[config.mk]
export PLATFORM = sky130hd
export DESIGN_NAME = dib_command_decoder
export DESIGN_NICKNAME = d
export VERILOG_FILES = /design/src/include/dib_pkg.sv /design/src/include/dib_bank_if.sv /design/src/hw/dib_bank_tracker.sv /design/src/hw/dib_command_decoder.sv
export SDC_FILE = /design/constraint.sdc
export NUM_CORES = 1
export LEC_CHECK = 0
export ABC_AREA = 1
export BUFFER_PORTS_ARGS = -buffer_cell sky130_fd_sc_hd__buf_4
export CAP_MARGIN = 10
export CORE_ASPECT_RATIO = 0.7
export CORE_MARGIN = 2
export CORE_UTILIZATION = 51
export CTS_BUF_LIST = sky130_fd_sc_hd__clkbuf_4 sky130_fd_sc_hd__clkbuf_8
export CTS_CLUSTER_SIZE = 10
export DETAILED_ROUTE_END_ITERATION = 10
export GPL_ROUTABILITY_DRIVEN = 0
export GPL_TIMING_DRIVEN = 0
export MAX_ROUTING_LAYER = met4
export PLACE_DENSITY = 0.7
export SYNTH_ARGS = -nofsm -noshare
export SYNTH_HDL_FRONTEND = slang
export SYNTH_SLANG_ARGS = --single-unit
[constraint.sdc]
create_clock -name clk_sys -period 2.5 [get_ports clk_sys]
set_clock_uncertainty 0.15 [all_clocks]
set_input_delay 0.25 -clock clk_sys [delete_from_list [all_inputs] [get_ports clk_sys]]
set_output_delay 0.25 -clock clk_sys [all_outputs]
set_load 0.01 [all_outputs]
[src/include/dib_pkg.sv]
// shared constants and types for the inter-bank command block
// assumes a single 200 MHz clock domain and a four-bank device
package dib_pkg;

    localparam int NUM_BANKS = 4;
    localparam int BANK_W = 2;
    localparam int ADDR_W = 13;
    localparam int AP_BIT = 10;

    // timing figures in device clocks
    localparam int BURST_LEN = 4;
    localparam int CAS_LAT = 3;
    localparam int T_RCD = 3;
    localparam int T_RP = 3;
    localparam int T_WR = 3;
    localparam int T_WTR = 1;
    localparam int T_RFC = 14;
    localparam int T_MRD = 2;
    localparam int CNT_W = 5;

    // timer load values and limits, including the access period lengths of auto-precharge bursts
    localparam logic [CNT_W-1:0] RD_ACCESS_CYC = CNT_W'(BURST_LEN / 2);
    localparam logic [CNT_W-1:0] WR_ACCESS_CYC = CNT_W'(1 + BURST_LEN / 2 + T_WR);
    localparam logic [CNT_W-1:0] RD_BURST_CYC = CNT_W'(BURST_LEN / 2);
    localparam logic [CNT_W-1:0] WR_BURST_CYC = CNT_W'(BURST_LEN / 2);
    localparam logic [CNT_W-1:0] RCD_CYC = CNT_W'(T_RCD);
    localparam logic [CNT_W-1:0] RP_CYC = CNT_W'(T_RP);
    localparam logic [CNT_W-1:0] RFC_CYC = CNT_W'(T_RFC);
    localparam logic [CNT_W-1:0] MRD_CYC = CNT_W'(T_MRD);
    localparam logic [CNT_W-1:0] CNT_ZERO = 5'h00;
    localparam logic [CNT_W-1:0] RD_AP_TO_WR_CYC = CNT_W'(CAS_LAT + BURST_LEN / 2);
    localparam logic [CNT_W-1:0] AP_GAP_MAX = 5'h1F;

    typedef enum logic [3:0] {
        CMD_DESELECT, CMD_NOP, CMD_ACTIVE, CMD_READ, CMD_WRITE,
        CMD_PRECHARGE, CMD_REFRESH, CMD_MODE_SET, CMD_TERMINATE
    } dib_cmd_t;

    typedef enum logic [3:0] {
        BK_IDLE, BK_ACTIVATING, BK_ACTIVE, BK_READ, BK_WRITE,
        BK_RD_AP_ACCESS, BK_WR_AP_ACCESS, BK_AP_PRECHARGE, BK_PRECHARGING
    } dib_bank_t;

endpackage

[src/include/dib_bank_if.sv]
// per-bank command strobes and state returns between decoder and trackers
// assumes the decoder and the trackers share clk_sys
interface dib_bank_if;
    import dib_pkg::*;
    logic hit;
    dib_cmd_t cmd;
    logic autoPrecharge;
    logic allPrecharge;
    dib_bank_t state;

    modport decoder (output hit, output cmd, output autoPrecharge, output allPrecharge, input state);
    modport tracker (input hit, input cmd, input autoPrecharge, input allPrecharge, output state);
endinterface

[src/hw/dib_bank_tracker.sv]
// state of one bank, driven by decoded commands
// assumes commands arrive already registered on clk_sys
module dib_bank_tracker
    import dib_pkg::*;
(
    input wire logic clk_sys,
    input wire logic rst_n,
    dib_bank_if.tracker bus
);

    dib_bank_t state;
    logic [CNT_W-1:0] timer;
    logic timerDone;

    assign timerDone = (timer == CNT_ZERO);
    assign bus.state = state;

    // =========================================
    // bank state
    always_ff @(posedge clk_sys) begin
        if (!rst_n) begin
            state <= BK_IDLE;
            timer <= CNT_ZERO;
        end else if ((bus.hit || bus.allPrecharge) && bus.cmd == CMD_PRECHARGE) begin
            state <= BK_PRECHARGING;
            timer <= RP_CYC;
        end else if (bus.hit && bus.cmd == CMD_ACTIVE) begin
            state <= BK_ACTIVATING;
            timer <= RCD_CYC;
        end else if (bus.hit && bus.cmd == CMD_READ) begin
            state <= bus.autoPrecharge ? BK_RD_AP_ACCESS : BK_READ;
            timer <= bus.autoPrecharge ? RD_ACCESS_CYC : RD_BURST_CYC;
        end else if (bus.hit && bus.cmd == CMD_WRITE) begin
            state <= bus.autoPrecharge ? BK_WR_AP_ACCESS : BK_WRITE;
            timer <= bus.autoPrecharge ? WR_ACCESS_CYC : WR_BURST_CYC;
        end else if (bus.hit && bus.cmd == CMD_TERMINATE && state == BK_READ) begin
            state <= BK_ACTIVE;
            timer <= CNT_ZERO;
        end else if (!timerDone) begin
            timer <= timer - 5'h01;
        end else begin
            case (state)
                BK_ACTIVATING: state <= BK_ACTIVE;
                BK_READ, BK_WRITE: state <= BK_ACTIVE;
                BK_RD_AP_ACCESS, BK_WR_AP_ACCESS: begin
                    state <= BK_AP_PRECHARGE;
                    timer <= RP_CYC;
                end
                BK_AP_PRECHARGE, BK_PRECHARGING: state <= BK_IDLE;
                default: state <= state;
            endcase
        end
    end

endmodule

[src/hw/dib_command_decoder.sv]
// command decoder and per-bank state tracking for a four-bank DDR device
// assumes command pins are synchronous to clk_sys and clock enable is held high

// Summary of operation
// - deselect or no-operation cycles change nothing and let operations continue
// - active, read, write, precharge decoded from row, column, write strobes
// - read auto-precharge period starts at earliest lossless precharge point
// - write auto-precharge period starts when write recovery expires
// - burst terminate acts only on the bank with a read burst in progress
// - idle after precharge plus row precharge time; active after activate delay
// - read state lasts from burst start to completion or terminate; write state lasts from burst start to completion
module dib_command_decoder
    import dib_pkg::*;
(
    input wire logic clk_sys,
    input wire logic rst_n,
    input wire logic chipSelect_n,
    input wire logic rowStrobe_n,
    input wire logic colStrobe_n,
    input wire logic writeEnable_n,
    input wire logic [BANK_W-1:0] bankAddr,
    input wire logic [ADDR_W-1:0] addr,
    output logic [NUM_BANKS-1:0] bankIdle,
    output logic [NUM_BANKS-1:0] bankActive,
    output logic [NUM_BANKS-1:0] bankBursting,
    output logic [NUM_BANKS-1:0] bankAutoPrecharge,
    output logic allIdle,
    output logic globalBusy,
    output logic illegalCmd
);

    dib_cmd_t cmd;
    logic [BANK_W-1:0] cmdBank;
    logic cmdAp;
    logic [CNT_W-1:0] globalTimer;
    logic [NUM_BANKS-1:0] idleVec;
    logic [NUM_BANKS-1:0] apAccessVec;
    dib_bank_t stateVec [NUM_BANKS];
    logic next_illegal;
    logic [BANK_W-1:0] apBank;
    logic apWasWrite;
    logic [CNT_W-1:0] apGap;
    logic apSpacingBad;

    dib_bank_if bankBus[NUM_BANKS] ();

    // =========================================
    // command decode, one per rising edge
    always_ff @(posedge clk_sys) begin
        if (!rst_n) begin
            cmd <= CMD_DESELECT;
            cmdBank <= 2'h0;
            cmdAp <= 1'b0;
        end else begin
            cmdBank <= bankAddr;
            cmdAp <= addr[AP_BIT];
            if (chipSelect_n) begin
                cmd <= CMD_DESELECT;
            end else begin
                case ({rowStrobe_n, colStrobe_n, writeEnable_n})
                    3'h7: cmd <= CMD_NOP;
                    3'h3: cmd <= CMD_ACTIVE;
                    3'h5: cmd <= CMD_READ;
                    3'h4: cmd <= CMD_WRITE;
                    3'h2: cmd <= CMD_PRECHARGE;
                    3'h1: cmd <= CMD_REFRESH;
                    3'h0: cmd <= CMD_MODE_SET;
                    default: cmd <= CMD_TERMINATE;
                endcase
            end
        end
    end

    // =========================================
    // bank trackers
    genvar gb;
    generate
        for (gb = 0; gb < NUM_BANKS; gb++) begin : gBank
            assign bankBus[gb].hit = (cmdBank == BANK_W'(gb)) && (globalTimer == CNT_ZERO);
            assign bankBus[gb].cmd = cmd;
            assign bankBus[gb].autoPrecharge = cmdAp;
            assign bankBus[gb].allPrecharge = cmdAp && (globalTimer == CNT_ZERO);
            assign stateVec[gb] = bankBus[gb].state;
            assign idleVec[gb] = (bankBus[gb].state == BK_IDLE);
            assign apAccessVec[gb] = (bankBus[gb].state == BK_RD_AP_ACCESS)
                || (bankBus[gb].state == BK_WR_AP_ACCESS);
            dib_bank_tracker uTracker (
                .clk_sys(clk_sys),
                .rst_n(rst_n),
                .bus(bankBus[gb])
            );
        end
    endgenerate

    // =========================================
    // all-bank operations hold off bank commands
    always_ff @(posedge clk_sys) begin
        if (!rst_n) begin
            globalTimer <= CNT_ZERO;
        end else if (globalTimer != CNT_ZERO) begin
            globalTimer <= globalTimer - 5'h01;
        end else if (cmd == CMD_REFRESH && (&idleVec)) begin
            globalTimer <= RFC_CYC;
        end else if (cmd == CMD_MODE_SET && (&idleVec)) begin
            globalTimer <= MRD_CYC;
        end else if (cmd == CMD_PRECHARGE && cmdAp) begin
            globalTimer <= RP_CYC;
        end
    end

    // =========================================
    // last auto-precharge burst and cycles since it
    always_ff @(posedge clk_sys) begin
        if (!rst_n) begin
            apBank <= 2'h0;
            apWasWrite <= 1'b0;
            apGap <= AP_GAP_MAX;
        end else if ((cmd == CMD_READ || cmd == CMD_WRITE) && cmdAp && (globalTimer == CNT_ZERO)) begin
            apBank <= cmdBank;
            apWasWrite <= (cmd == CMD_WRITE);
            apGap <= 5'h01;
        end else if (apGap != AP_GAP_MAX) begin
            apGap <= apGap + 5'h01;
        end
    end

    // =========================================
    // column command too close to another bank's auto-precharge burst
    always_comb begin
        apSpacingBad = 1'b0;
        if (cmdBank != apBank) begin
            if (apWasWrite) begin
                apSpacingBad = (apGap < WR_ACCESS_CYC);
            end else if (cmd == CMD_WRITE) begin
                apSpacingBad = (apGap < RD_AP_TO_WR_CYC);
            end else begin
                apSpacingBad = (apGap < RD_ACCESS_CYC);
            end
        end
    end

    // =========================================
    // legality check on the decoded command
    always_comb begin
        next_illegal = 1'b0;
        if (globalTimer != CNT_ZERO) begin
            next_illegal = (cmd != CMD_DESELECT) && (cmd != CMD_NOP);
        end else begin
            case (cmd)
                CMD_REFRESH, CMD_MODE_SET: next_illegal = !(&idleVec);
                CMD_READ, CMD_WRITE: begin
                    // other bank still in auto-precharge access period, or a write within 5 cycles of a read auto-precharge
                    if (apSpacingBad) begin
                        next_illegal = 1'b1;
                    end
                    if (stateVec[cmdBank] != BK_ACTIVE && stateVec[cmdBank] != BK_READ
                        && stateVec[cmdBank] != BK_WRITE) begin
                        next_illegal = 1'b1;
                    end
                end
                CMD_ACTIVE: next_illegal = !idleVec[cmdBank];
                CMD_TERMINATE: next_illegal = (stateVec[cmdBank] != BK_READ);
                default: next_illegal = 1'b0;
            endcase
        end
    end

    // =========================================
    // registered per-bank status outputs
    always_ff @(posedge clk_sys) begin
        if (!rst_n) begin
            bankIdle <= 4'hF;
            bankActive <= 4'h0;
            bankBursting <= 4'h0;
            bankAutoPrecharge <= 4'h0;
        end else begin
            for (int i = 0; i < NUM_BANKS; i++) begin
                bankActive[i] <= (stateVec[i] == BK_ACTIVE);
                bankBursting[i] <= (stateVec[i] == BK_READ) || (stateVec[i] == BK_WRITE);
                bankAutoPrecharge[i] <= apAccessVec[i] || (stateVec[i] == BK_AP_PRECHARGE);
            end
            bankIdle <= idleVec;
        end
    end

    // =========================================
    // registered device-wide status
    always_ff @(posedge clk_sys) begin
        if (!rst_n) begin
            allIdle <= 1'b1;
            globalBusy <= 1'b0;
        end else begin
            allIdle <= &idleVec;
            globalBusy <= (globalTimer != CNT_ZERO);
        end
    end

    // =========================================
    // sticky error flag, cleared only by reset
    always_ff @(posedge clk_sys) begin
        if (!rst_n) begin
            illegalCmd <= 1'b0;
        end else if (next_illegal) begin
            illegalCmd <= 1'b1;
        end
    end

endmodule

==> impl_results.rst, run 1 <==
.. list-table::
   :header-rows: 1

   * - Metric
     - Value
   * - Max-capacitance violation count
     - 0
   * - Sequential element share of the synthesized area
     - 33.9%
   * - Fraction of layout instances using a drive strength above 1
     - 12.6%
   * - Core Area
     - 8440 µm²
   * - Final-report max-slew violation count
     - 0
   * - Remaining max-slew budget at the tightest pin
     - 52.4%
   * - Number of warnings issued by yosys
     - 0
   * - Final routed wire length divided by cell count
     - 13.2 µm
   * - Measured slew at the worst slew-check pin
     - 0.714 ns
   * - Post-detailed-placement half-perimeter wirelength
     - 8.61 mm
   * - Number of detailed-route iterations in the first pass
     - 5
   * - Detailed Route Iter0 Violations
     - 377
   * - Residual DRC count
     - 0
   * - Maximum number of pins on one net before global-route repair
     - 13
   * - Post-CTS clock slew at the launch and capture registers of the worst setup and hold paths
     - 0.08 ns
   * - Die height
     - 82.0 µm
   * - CTS root buf
     - sky130_fd_sc_hd__clkbuf_8
   * - Family with the most delay on the worst path
     - simple AND/OR/NAND/NOR gates
   * - CTS tree
     - done
   * - Post-Synthesis Mean Instance Area
     - 6.43 µm²
   * - Worst Setup Path Type
     - reg -> reg
   * - Category of the worst setup path launch point
     - flop
   * - Cell with the biggest individual delay on the critical path
     - sky130_fd_sc_hd__dfxtp_1
   * - Most used cells in the layout excluding fill and tap cells
     - sky130_fd_sc_hd__nand2_1, sky130_fd_sc_hd__nor2_1, sky130_fd_sc_hd__inv_1
   * - Critical path required time
     - 2.58 ns
   * - Standard-cell row count
     - 28
   * - Remaining antenna violation count
     - 0
   * - Arrival time reported for the critical path endpoint
     - 2.32 ns
   * - Number of clock sinks seen by CTS
     - 75
   * - Wirelength, routed
     - 11.4 mm
   * - Largest stage delay on the critical path
     - 0.31 ns
   * - Synth Cell Area
     - 4430 µm²
   * - Total CTS buffers
     - 9
   * - Seq cells post-synth
     - 75
   * - Initial core utilization
     - 52.4%
   * - Initial antenna violation count
     - 0
   * - Count of fill cells added during filler insertion
     - 819
   * - Setup violators final
     - 0
   * - Total routing usage reported by global routing
     - 26.8%
   * - Die area
     - 9460 µm²
   * - Total global routing overflow
     - 0
   * - CTS Buffer Depth
     - 2
   * - Most frequent standard cell in the layout excluding fill and tap cells
     - sky130_fd_sc_hd__nand2_1
   * - N_diodes
     - 0
   * - Top-Level Pins
     - 40
   * - Input/output buffers
     - 26
   * - Element type at the critical path end
     - flop
   * - Number of nets in the layout
     - 765
   * - Clock period minus final worst setup slack
     - 2.24 ns
   * - Post-layout power
     - 4.88 mW
   * - Utilization after layout
     - 60.2%
   * - Routed via count
     - 4471
   * - Total negative slack
     - 0 ns
   * - CP max FO
     - 10
   * - Area Overhead vs Synth
     - 14.7%
   * - Hold Path Class
     - in -> reg
   * - Leakage power
     - 2.51 nW
   * - Die Span X
     - 115 µm
   * - CP Buf/Inv Count
     - 2
   * - Clock latency on the worst-skew pair
     - 0.37 ns
   * - Post-detailed-route via-to-cell ratio
     - 5.22
   * - Worst-path cell chain
     - inv_1, ha_1, nand2_2, nor2_8, nand2_2, a21oi_1, inv_1, nand2_1, o21ai_0, nand2_1, a21oi_1
   * - Largest voltage drop on the vdd net
     - 0.705 mV
   * - Unique cell type count in the Yosys netlist
     - 40
   * - Final-report hold violation count
     - 0
   * - Setup repair after global routing missed its margin
     - false
   * - Vias in the first global route
     - 4023
   * - Maximum clock frequency
     - 447 MHz
   * - Power density of the placed cells
     - 961 nW/µm²
   * - Global-route wire length before repair
     - 19.0 mm
   * - Final period util
     - 89.6%
   * - Count of mapped cells out of synthesis
     - 689
   * - Run status
     - completed
   * - Count of H-tree levels built during CTS
     - 3
   * - Net count after synthesis
     - 722
[cell usage after synthesis, drive strengths merged]
cell / instances / area (µm²)
nand2: 182 / 721
nor2: 114 / 494
inv: 107 / 404
dfxtp: 75 / 1500
o21ai: 43 / 223
a21oi: 42 / 214
nand3: 39 / 215
nor3: 21 / 126
xor2: 14 / 123
ha: 12 / 150
nor4: 6 / 37.5
a31oi: 5 / 31.3
clkbuf: 5 / 18.8
nand4: 5 / 31.3
or2: 4 / 25.0
buf: 3 / 16.3
nand3b: 2 / 15.0
o21a: 2 / 15.0
xnor2: 2 / 17.5
a21boi: 1 / 7.51
a32o: 1 / 10.0
and3: 1 / 6.26
o211a: 1 / 10.0
o211ai: 1 / 7.51
o31ai: 1 / 7.51
[cell type report]
type | count | area, µm² | share of cell area, %
multi-input cells | 499 | 2490 | 49.0
repair buffers | 32 | 255 | 5.02
clock inverters | 3 | 67.6 | 1.33
inverters | 107 | 404 | 7.96
clock buffers | 13 | 179 | 3.52
flip-flops and latches | 75 | 1500 | 29.6
well taps | 120 | 150 | 2.96
plain buffers | 8 | 35.0 | 0.690
[cell families (layout without fill, tap and decap cells)]
family	count (synthesis)	count (layout)	synth area share, %
AOI/OAI and AO/OA	97	97	11.9
and+or+nand+nor	374	374	37.8
DFF	75	75	33.9
buffers and inverters	115	163	9.92
adders and majority gates	12	12	3.39
xor gates and xnor gates	16	16	3.16
[registers in the layout, indices dropped and copies added (netlist names), 2 cells and up]
| register | cells |
|---|---|
| bankAutoPrecharge | 4 |
| bankBus.cmd | 4 |
| gBank.uTracker.timer | 20 |
| apBank | 2 |
| bankActive | 4 |
| apGap | 5 |
| bankBursting | 4 |
| bankIdle | 4 |
| globalTimer | 5 |
| cmdBank | 2 |
| gBank.uTracker.bus.state | 16 |
[what timing repair did]
action	in CTS	in global routing
gates resized for setup	0	0
buffers inserted	0	0
setup endpoints to repair	0	0
hold buffers	6	0
endpoints found under the hold margin	6	0
[worst paths after layout]
path	start	end	slack, ns	depth (start not counted)
worst max-delay path	globalTimer[0]	gBank[2].uTracker.bus.state[3]	0.26	11
worst min-delay path	rowStrobe_n	bankBus[0].cmd[0]	0.06	3
worst max register to register	globalTimer[0]	gBank[2].uTracker.bus.state[3]	0.26	11
worst min register to register	gBank[2].uTracker.timer[1]	gBank[2].uTracker.timer[1]	0.34	2
[tightest hold or removal path, stage by stage]
cell	delay, ns
sky130_fd_sc_hd__buf_4	0.09
sky130_fd_sc_hd__inv_1	0.07
sky130_fd_sc_hd__a21oi_1	0.12
[layer usage]
metal / track usage [%] / vias up / share of wire (%)
li1: - / 2263 / -
met1: 35.5 / 2019 / 47
met2: 40.8 / 173 / 44
met3: 6.72 / 16 / 7.9
met4: 7.71 / 0 / 1.4
met5: - / - / 0
[stage by stage]
stage / std cells / hold slack (ns) / setup slack, ns / instance area (µm²)
after floorplan: 689 / 0.176 / 0.664 / 4430
after global placement: 835 / 0.285 / 0.187 / 4770
after detailed placement: 835 / 0.291 / 0.263 / 4770
after CTS: 857 / 0.0405 / 0.303 / 5080
after global routing: 857 / 0.0708 / 0.137 / 5080
final: 857 / 0.0563 / 0.261 / 5080
[report_power, final]
part	switching, mW	internal [mW]	total [mW]	leakage [nW]
registers	0.195	1.45	1.65	0.614
logic	1.30	0.802	2.10	1.78
clock network	0.463	0.671	1.13	0.122
total	1.95	2.93	4.88	2.51
Power figures use the tool's default switching activity.
==> run 2, diff against run 1 <==
--- a/config.mk
+++ b/config.mk
@@ -9,7 +9,6 @@
 export BUFFER_PORTS_ARGS = -buffer_cell sky130_fd_sc_hd__buf_4
 export CAP_MARGIN = 10
 export CORE_ASPECT_RATIO = 0.7
-export CORE_MARGIN = 2
 export CORE_UTILIZATION = 51
 export CTS_BUF_LIST = sky130_fd_sc_hd__clkbuf_4 sky130_fd_sc_hd__clkbuf_8
 export CTS_CLUSTER_SIZE = 10
==> impl_results.rst, run 2 (synthesis gave the netlist of run 1 again) <==
.. list-table::
   :header-rows: 1

   * - Metric
     - Value
   * - Post-CTS clock slew at the launch and capture registers of the worst setup and hold paths
     - 0.07 ns
   * - CP Buf/Inv Count
     - 2
   * - Leakage power
     - 2.52 nW
   * - Clock period minus final worst setup slack
     - 2.26 ns
   * - Global-route wire length before repair
     - 18.9 mm
   * - Die area
     - 9070 µm²
   * - Max-capacitance violation count
     - 0
   * - Placed Cells
     - 835
   * - Count of H-tree levels built during CTS
     - 3
   * - Number of nets in the layout
     - 764
   * - Arrival time reported for the critical path endpoint
     - 2.32 ns
   * - Flip-flop count of the largest register after layout
     - 20
   * - Family with the most delay on the worst path
     - simple AND/OR/NAND/NOR gates
   * - Count of fill cells added during filler insertion
     - 805
   * - Run status
     - completed
   * - Worst-path cell chain
     - inv_1, ha_1, nand2_2, nor2_8, nand2_2, a21oi_1, inv_1, nand2_1, o21ai_0, nand2_1, a21oi_1
   * - Setup violators final
     - 0
   * - Final Instance Area
     - 5080 µm²
   * - CP max FO
     - 10
   * - Post-detailed-route via-to-cell ratio
     - 5.24
   * - Number of clock sinks seen by CTS
     - 75
   * - Post-detailed-placement half-perimeter wirelength
     - 8.66 mm
   * - Maximum clock frequency
     - 443 MHz
   * - Residual DRC count
     - 0
   * - Total routing usage reported by global routing
     - 27.8%
   * - Utilization after layout
     - 60.2%
   * - Worst hold path stage count
     - 4
   * - Post-layout power
     - 4.92 mW
   * - Cell with the biggest individual delay on the critical path
     - sky130_fd_sc_hd__dfxtp_1
   * - Remaining antenna violation count
     - 0
   * - DP Worst Slack
     - 0.221 ns
   * - Final Hold Slack
     - 0.0186 ns
   * - Reg2Reg Launch Point
     - globalTimer[0]
   * - Measured slew at the worst slew-check pin
     - 0.735 ns
   * - Worst reg-to-reg path cell count
     - 11
   * - Post-route non-filler standard cell count
     - 856
   * - N_diodes
     - 0
   * - HP Start
     - chipSelect_n
   * - Initial core utilization
     - 52.4%
   * - Largest registers
     - gBank.uTracker.timer: 20 flops, gBank.uTracker.bus.state: 16 flops
   * - Final-report max-slew violation count
     - 0
   * - Initial antenna violation count
     - 0
   * - Element type at the critical path end
     - flop
   * - Maximum number of pins on one net before global-route repair
     - 13
   * - Number of detailed-route iterations in the first pass
     - 5
   * - Die height
     - 80.0 µm
   * - Most used cells in the layout excluding fill and tap cells
     - sky130_fd_sc_hd__nand2_1, sky130_fd_sc_hd__nor2_1, sky130_fd_sc_hd__inv_1
   * - Reg-to-reg slack, setup
     - 0.24 ns
   * - Fraction of layout instances using a drive strength above 1
     - 12.6%
   * - Vias in the first global route
     - 4009
   * - Setup slack after layout
     - 0.243 ns
   * - Largest voltage drop on the vdd net
     - 0.568 mV
   * - CTS tree
     - done
   * - Setup repair after global routing missed its margin
     - false
   * - Input/output buffers
     - 26
   * - Post-detailed-placement cell area
     - 4770 µm²
   * - Detailed Route Iter0 Violations
     - 390
   * - Crit Reg-Reg Endpoint
     - gBank[2].uTracker.bus.state[3]
   * - CTS root buf
     - sky130_fd_sc_hd__clkbuf_8
   * - Most frequent standard cell in the layout excluding fill and tap cells
     - sky130_fd_sc_hd__nand2_1
   * - Final-report hold violation count
     - 0
   * - Wirelength, routed
     - 11.4 mm
   * - Die Span X
     - 113 µm
   * - Footprint of the flip-flops and latches
     - 1500 µm²
   * - Critical path required time
     - 2.56 ns
   * - Register with the most flip-flops
     - gBank.uTracker.timer
   * - Final period util
     - 90.3%
   * - Hold Path Class
     - in -> reg
   * - Total CTS buffers
     - 9
   * - Remaining max-slew budget at the tightest pin
     - 51.0%
   * - Worst Setup Path Type
     - reg -> reg
   * - Final routed wire length divided by cell count
     - 13.3 µm
   * - Standard-cell row count
     - 28
   * - Largest stage delay on the critical path
     - 0.32 ns
   * - Total global routing overflow
     - 0
   * - Category of the worst setup path launch point
     - flop
   * - Area Overhead vs Synth
     - 14.8%
   * - Total negative slack
     - 0 ns
   * - Clock latency on the worst-skew pair
     - 0.36 ns
   * - Power density of the placed cells
     - 969 nW/µm²
   * - Multi-input logic area
     - 2490 µm²
   * - Top-Level Pins
     - 40
   * - CTS Buffer Depth
     - 2
   * - Worst hold path endpoint
     - bankBus[0].cmd[2]
   * - Core Area
     - 8440 µm²
   * - Routed via count
     - 4487
==> run 2: changes by cell type in the layout (fill, tap and decap cells not counted), sizes merged <==
cell	before	now
clkinv	0	1
clkbuf	18	17
bufinv	2	3
clkinvlp	1	0
dlygate4sd3	6	5
==> run 2: repair_timing <==
item                                    4_1_cts  5_1_grt
endpoints found under the setup margin        0        0
hold endpoints to repair                      5        0
resized for setup                             0        0
setup buffers                                 0        0
hold buffers                                  5        0
==> run 2: worst max-delay path by stage <==
stage                              start  slack, ns                             end  cells after the start
after global routing      globalTimer[0]       0.13  gBank[1].uTracker.bus.state[3]                     11
after global placement             rst_n       0.21                 bankBursting[0]                      5
after floorplan           globalTimer[0]       0.66  gBank[3].uTracker.bus.state[0]                     13
final                     globalTimer[0]       0.24  gBank[2].uTracker.bus.state[3]                     11
after detailed placement           rst_n       0.22                 bankBursting[0]                      5
after CTS                 globalTimer[0]       0.32  gBank[2].uTracker.bus.state[3]                     11
==> run 2: worst register-to-register path, cell delays in order (launching register included) <==
cell and delay [ns]:
sky130_fd_sc_hd__dfxtp_1 0.32, sky130_fd_sc_hd__inv_1 0.12, sky130_fd_sc_hd__ha_1 0.22, sky130_fd_sc_hd__nand2_2 0.11, sky130_fd_sc_hd__nor2_8 0.24, sky130_fd_sc_hd__nand2_2 0.17, sky130_fd_sc_hd__a21oi_1 0.32, sky130_fd_sc_hd__inv_1 0.10
sky130_fd_sc_hd__nand2_1 0.13, sky130_fd_sc_hd__o21ai_0 0.11, sky130_fd_sc_hd__nand2_1 0.07, sky130_fd_sc_hd__a21oi_1 0.07
==> run 2: power breakdown <==
group	leakage, nW	internal [mW]	switching (mW)	total, mW
Sequential	0.614	1.45	0.192	1.64
Clock	0.133	0.743	0.445	1.19
Combinational	1.77	0.799	1.29	2.09
Total	2.52	3.00	1.93	4.92
==> run 2: cell type report <==
cell class                      instances  area share, %
Buffer                                  8          0.689
Clock buffer                           12           3.25
Clock inverter                          4           1.87
Inverter                              107           7.95
Multi-Input combinational cell        499           48.9
Sequential cell                        75           29.5
Tap cell                              120           2.95
Timing Repair Buffer                   31           4.82
==> run 2: metal layers <==
metal / vias to the layer above / GRT usage, % / part of all wire [%]
met1: 2031 / 36.1 / 47
met5: - / - / 0
li1: 2268 / - / -
met4: 0 / 6.84 / 1.0
met3: 14 / 7.67 / 7.6
met2: 174 / 43.1 / 44
==> run 3, diff against run 2 <==
--- a/config.mk
+++ b/config.mk
@@ -16,7 +16,8 @@
 export GPL_ROUTABILITY_DRIVEN = 0
 export GPL_TIMING_DRIVEN = 0
 export MAX_ROUTING_LAYER = met4
-export PLACE_DENSITY = 0.7
+export PLACE_DENSITY = 0.73
+export SETUP_SLACK_MARGIN = 0.5
 export SYNTH_ARGS = -nofsm -noshare
 export SYNTH_HDL_FRONTEND = slang
 export SYNTH_SLANG_ARGS = --single-unit
==> constraint.sdc (replaced) <==
create_clock -name clk_sys -period 1.9 [get_ports clk_sys]
set_clock_uncertainty 0.15 [all_clocks]
set_input_delay 0.19 -clock clk_sys [delete_from_list [all_inputs] [get_ports clk_sys]]
set_output_delay 0.19 -clock clk_sys [all_outputs]
set_load 0.01 [all_outputs]
==> impl_results.rst, run 3 (synthesis gave the netlist of run 1 again) <==
.. list-table::
   :header-rows: 1

   * - Metric
     - Value
   * - Hold Path Class
     - in -> reg
   * - Remaining antenna violation count
     - 0
   * - Critical path required time
     - 1.97 ns
   * - Die area
     - 9070 µm²
   * - Fraction of layout instances using a drive strength above 1
     - 35.9%
   * - Number of clock sinks seen by CTS
     - 75
   * - CP max FO
     - 6
   * - Maximum clock frequency
     - 519 MHz
   * - Cell occurring most often along the worst timing path
     - sky130_fd_sc_hd__nand2_1
   * - Max-capacitance violation count
     - 0
   * - Post-CTS clock slew at the launch and capture registers of the worst setup and hold paths
     - 0.07 ns
   * - Final-report max-slew violation count
     - 0
   * - Largest registers
     - gBank.uTracker.timer: 20 flops, gBank.uTracker.bus.state: 16 flops
   * - Post-detailed-placement half-perimeter wirelength
     - 8.43 mm
   * - Leakage power
     - 2.88 nW
   * - Wirelength, routed
     - 13.5 mm
   * - Global-route wire length before repair
     - 20.1 mm
   * - Setup violators final
     - 4
   * - Input/output buffers
     - 26
   * - Run status
     - complete, but fails checks
   * - Multi-input logic area
     - 3110 µm²
   * - Final Instance Area
     - 6140 µm²
   * - Count of H-tree levels built during CTS
     - 3
   * - Worst Setup Path Type
     - reg -> reg
   * - Residual DRC count
     - 0
   * - Final routed wire length divided by cell count
     - 15.0 µm
   * - Maximum number of pins on one net before global-route repair
     - 12
   * - Largest stage delay on the critical path
     - 0.33 ns
   * - Total CTS buffers
     - 9
   * - CTS Buffer Depth
     - 2
   * - DP Worst Slack
     - -0.218 ns
   * - Clock latency on the worst-skew pair
     - 0.37 ns
   * - Standard-cell row count
     - 28
   * - Routed via count
     - 4938
   * - Largest voltage drop on the vdd net
     - 1.14 mV
   * - Total routing usage reported by global routing
     - 29.4%
   * - Top-Level Pins
     - 40
   * - Post-detailed-placement cell area
     - 4850 µm²
   * - Worst-path cell chain
     - inv_2, ha_4, nand2_4, nor2_8, buf_12, nand2_8, nor2_2, inv_1, nand2_1, o21ai_2, nand2_1, a21oi_1
   * - Violated checks
     - setup timing
   * - Post-detailed-route via-to-cell ratio
     - 5.48
   * - CP Buf/Inv Count
     - 3
   * - Power density of the placed cells
     - 1190 nW/µm²
   * - Total global routing overflow
     - 0
   * - Initial antenna violation count
     - 0
   * - Die height
     - 80.0 µm
   * - Reg-to-reg slack, setup
     - -0.03 ns
   * - Measured slew at the worst slew-check pin
     - 0.721 ns
   * - Final-report hold violation count
     - 0
   * - Category of the worst setup path launch point
     - flop
   * - Element type at the critical path end
     - flop
   * - CTS root buf
     - sky130_fd_sc_hd__clkbuf_8
   * - Family with the most delay on the worst path
     - simple AND/OR/NAND/NOR gates
   * - Clock period minus final worst setup slack
     - 1.93 ns
   * - Most used cells in the layout excluding fill and tap cells
     - sky130_fd_sc_hd__nand2_1, sky130_fd_sc_hd__inv_1, sky130_fd_sc_hd__nor2_1
   * - Final period util
     - 101%
   * - Register with the most flip-flops
     - gBank.uTracker.timer
   * - Vias in the first global route
     - 4392
   * - Footprint of the flip-flops and latches
     - 1540 µm²
   * - CTS tree
     - done
   * - Core Area
     - 8440 µm²
   * - Setup repair after global routing missed its margin
     - true
   * - Area Overhead vs Synth
     - 38.6%
   * - Remaining max-slew budget at the tightest pin
     - 51.9%
   * - N_diodes
     - 0
   * - Count of fill cells added during filler insertion
     - 609
   * - Cell with the biggest individual delay on the critical path
     - sky130_fd_sc_hd__dfxtp_2
   * - Number of nets in the layout
     - 811
   * - Arrival time reported for the critical path endpoint
     - 1.99 ns
   * - Die Span X
     - 113 µm
   * - Setup slack after layout
     - -0.0251 ns
   * - Number of detailed-route iterations in the first pass
     - 6
   * - Most frequent standard cell in the layout excluding fill and tap cells
     - sky130_fd_sc_hd__nand2_1
   * - Initial core utilization
     - 52.4%
   * - Flip-flop count of the largest register after layout
     - 20
   * - Detailed Route Iter0 Violations
     - 470
[run 3: worst register-to-register path: stages, from the launching register on]
cell                      delay, ns
sky130_fd_sc_hd__dfxtp_2       0.33
sky130_fd_sc_hd__inv_2         0.07
sky130_fd_sc_hd__ha_4          0.15
sky130_fd_sc_hd__nand2_4       0.07
sky130_fd_sc_hd__nor2_8        0.09
sky130_fd_sc_hd__buf_12        0.16
sky130_fd_sc_hd__nand2_8       0.10
sky130_fd_sc_hd__nor2_2        0.21
sky130_fd_sc_hd__inv_1         0.10
sky130_fd_sc_hd__nand2_1       0.15
sky130_fd_sc_hd__o21ai_2       0.08
sky130_fd_sc_hd__nand2_1       0.07
sky130_fd_sc_hd__a21oi_1       0.07
[run 3: final cells by class]
class                   count  share of cell area [%]
multi-input cells         499                    50.7
plain buffers               8                   0.917
inverters                 107                    7.30
well taps                 120                    2.45
repair buffers             78                    10.9
clock inverters             3                   0.245
clock buffers              11                    2.47
flip-flops and latches     75                    25.1
[run 3: metal layers]
| layer | wire [µm] | GRT usage, % | up-vias |
|---|---|---|---|
| met4 | 371 | 11.8 | 0 |
| met1 | 5720 | 36.4 | 2287 |
| met2 | 6360 | 47.1 | 241 |
| met5 | 0 | - | - |
| met3 | 1020 | 6.38 | 44 |
| li1 | - | - | 2366 |
[run 3: path summary, 6_finish.rpt]
path,from,cells after the start,to
min,rst_n,3,globalTimer[1]
min reg2reg,apWasWrite,2,apWasWrite
max reg2reg,globalTimer[1],12,gBank[2].uTracker.bus.state[3]
max,globalTimer[1],12,gBank[2].uTracker.bus.state[3]
[run 3: through the flow]
step / total power [mW] / utilization (%) / hold slack [ns] / setup TNS [ns] / cells
after floorplan: 4.37 / - / 0.116 / 0 / 689
after global placement: 4.87 / 57.5 / 0.225 / -2.26 / 835
after detailed placement: 4.96 / 57.5 / 0.231 / -2.28 / 835
after CTS: 6.69 / 66.3 / 0.0661 / 0 / 882
after global routing: 7.76 / 72.7 / 0.0914 / -0.986 / 901
final: 7.27 / 72.7 / 0.0852 / -0.0486 / 901
[run 3: power breakdown]
part	switching (mW)	leakage (nW)	internal, mW
clock	0.579	0.0908	0.524
sequential	0.276	0.624	1.92
combinational	2.27	2.17	1.70
total	3.12	2.88	4.15
[run 3: timing repair]
item                       CTS  global route
hold buffers                 7             0
setup endpoints to repair   56            51
resized for setup           90           129
pin swaps                   31            47
hold endpoints to repair     7             0
setup buffers               26            19
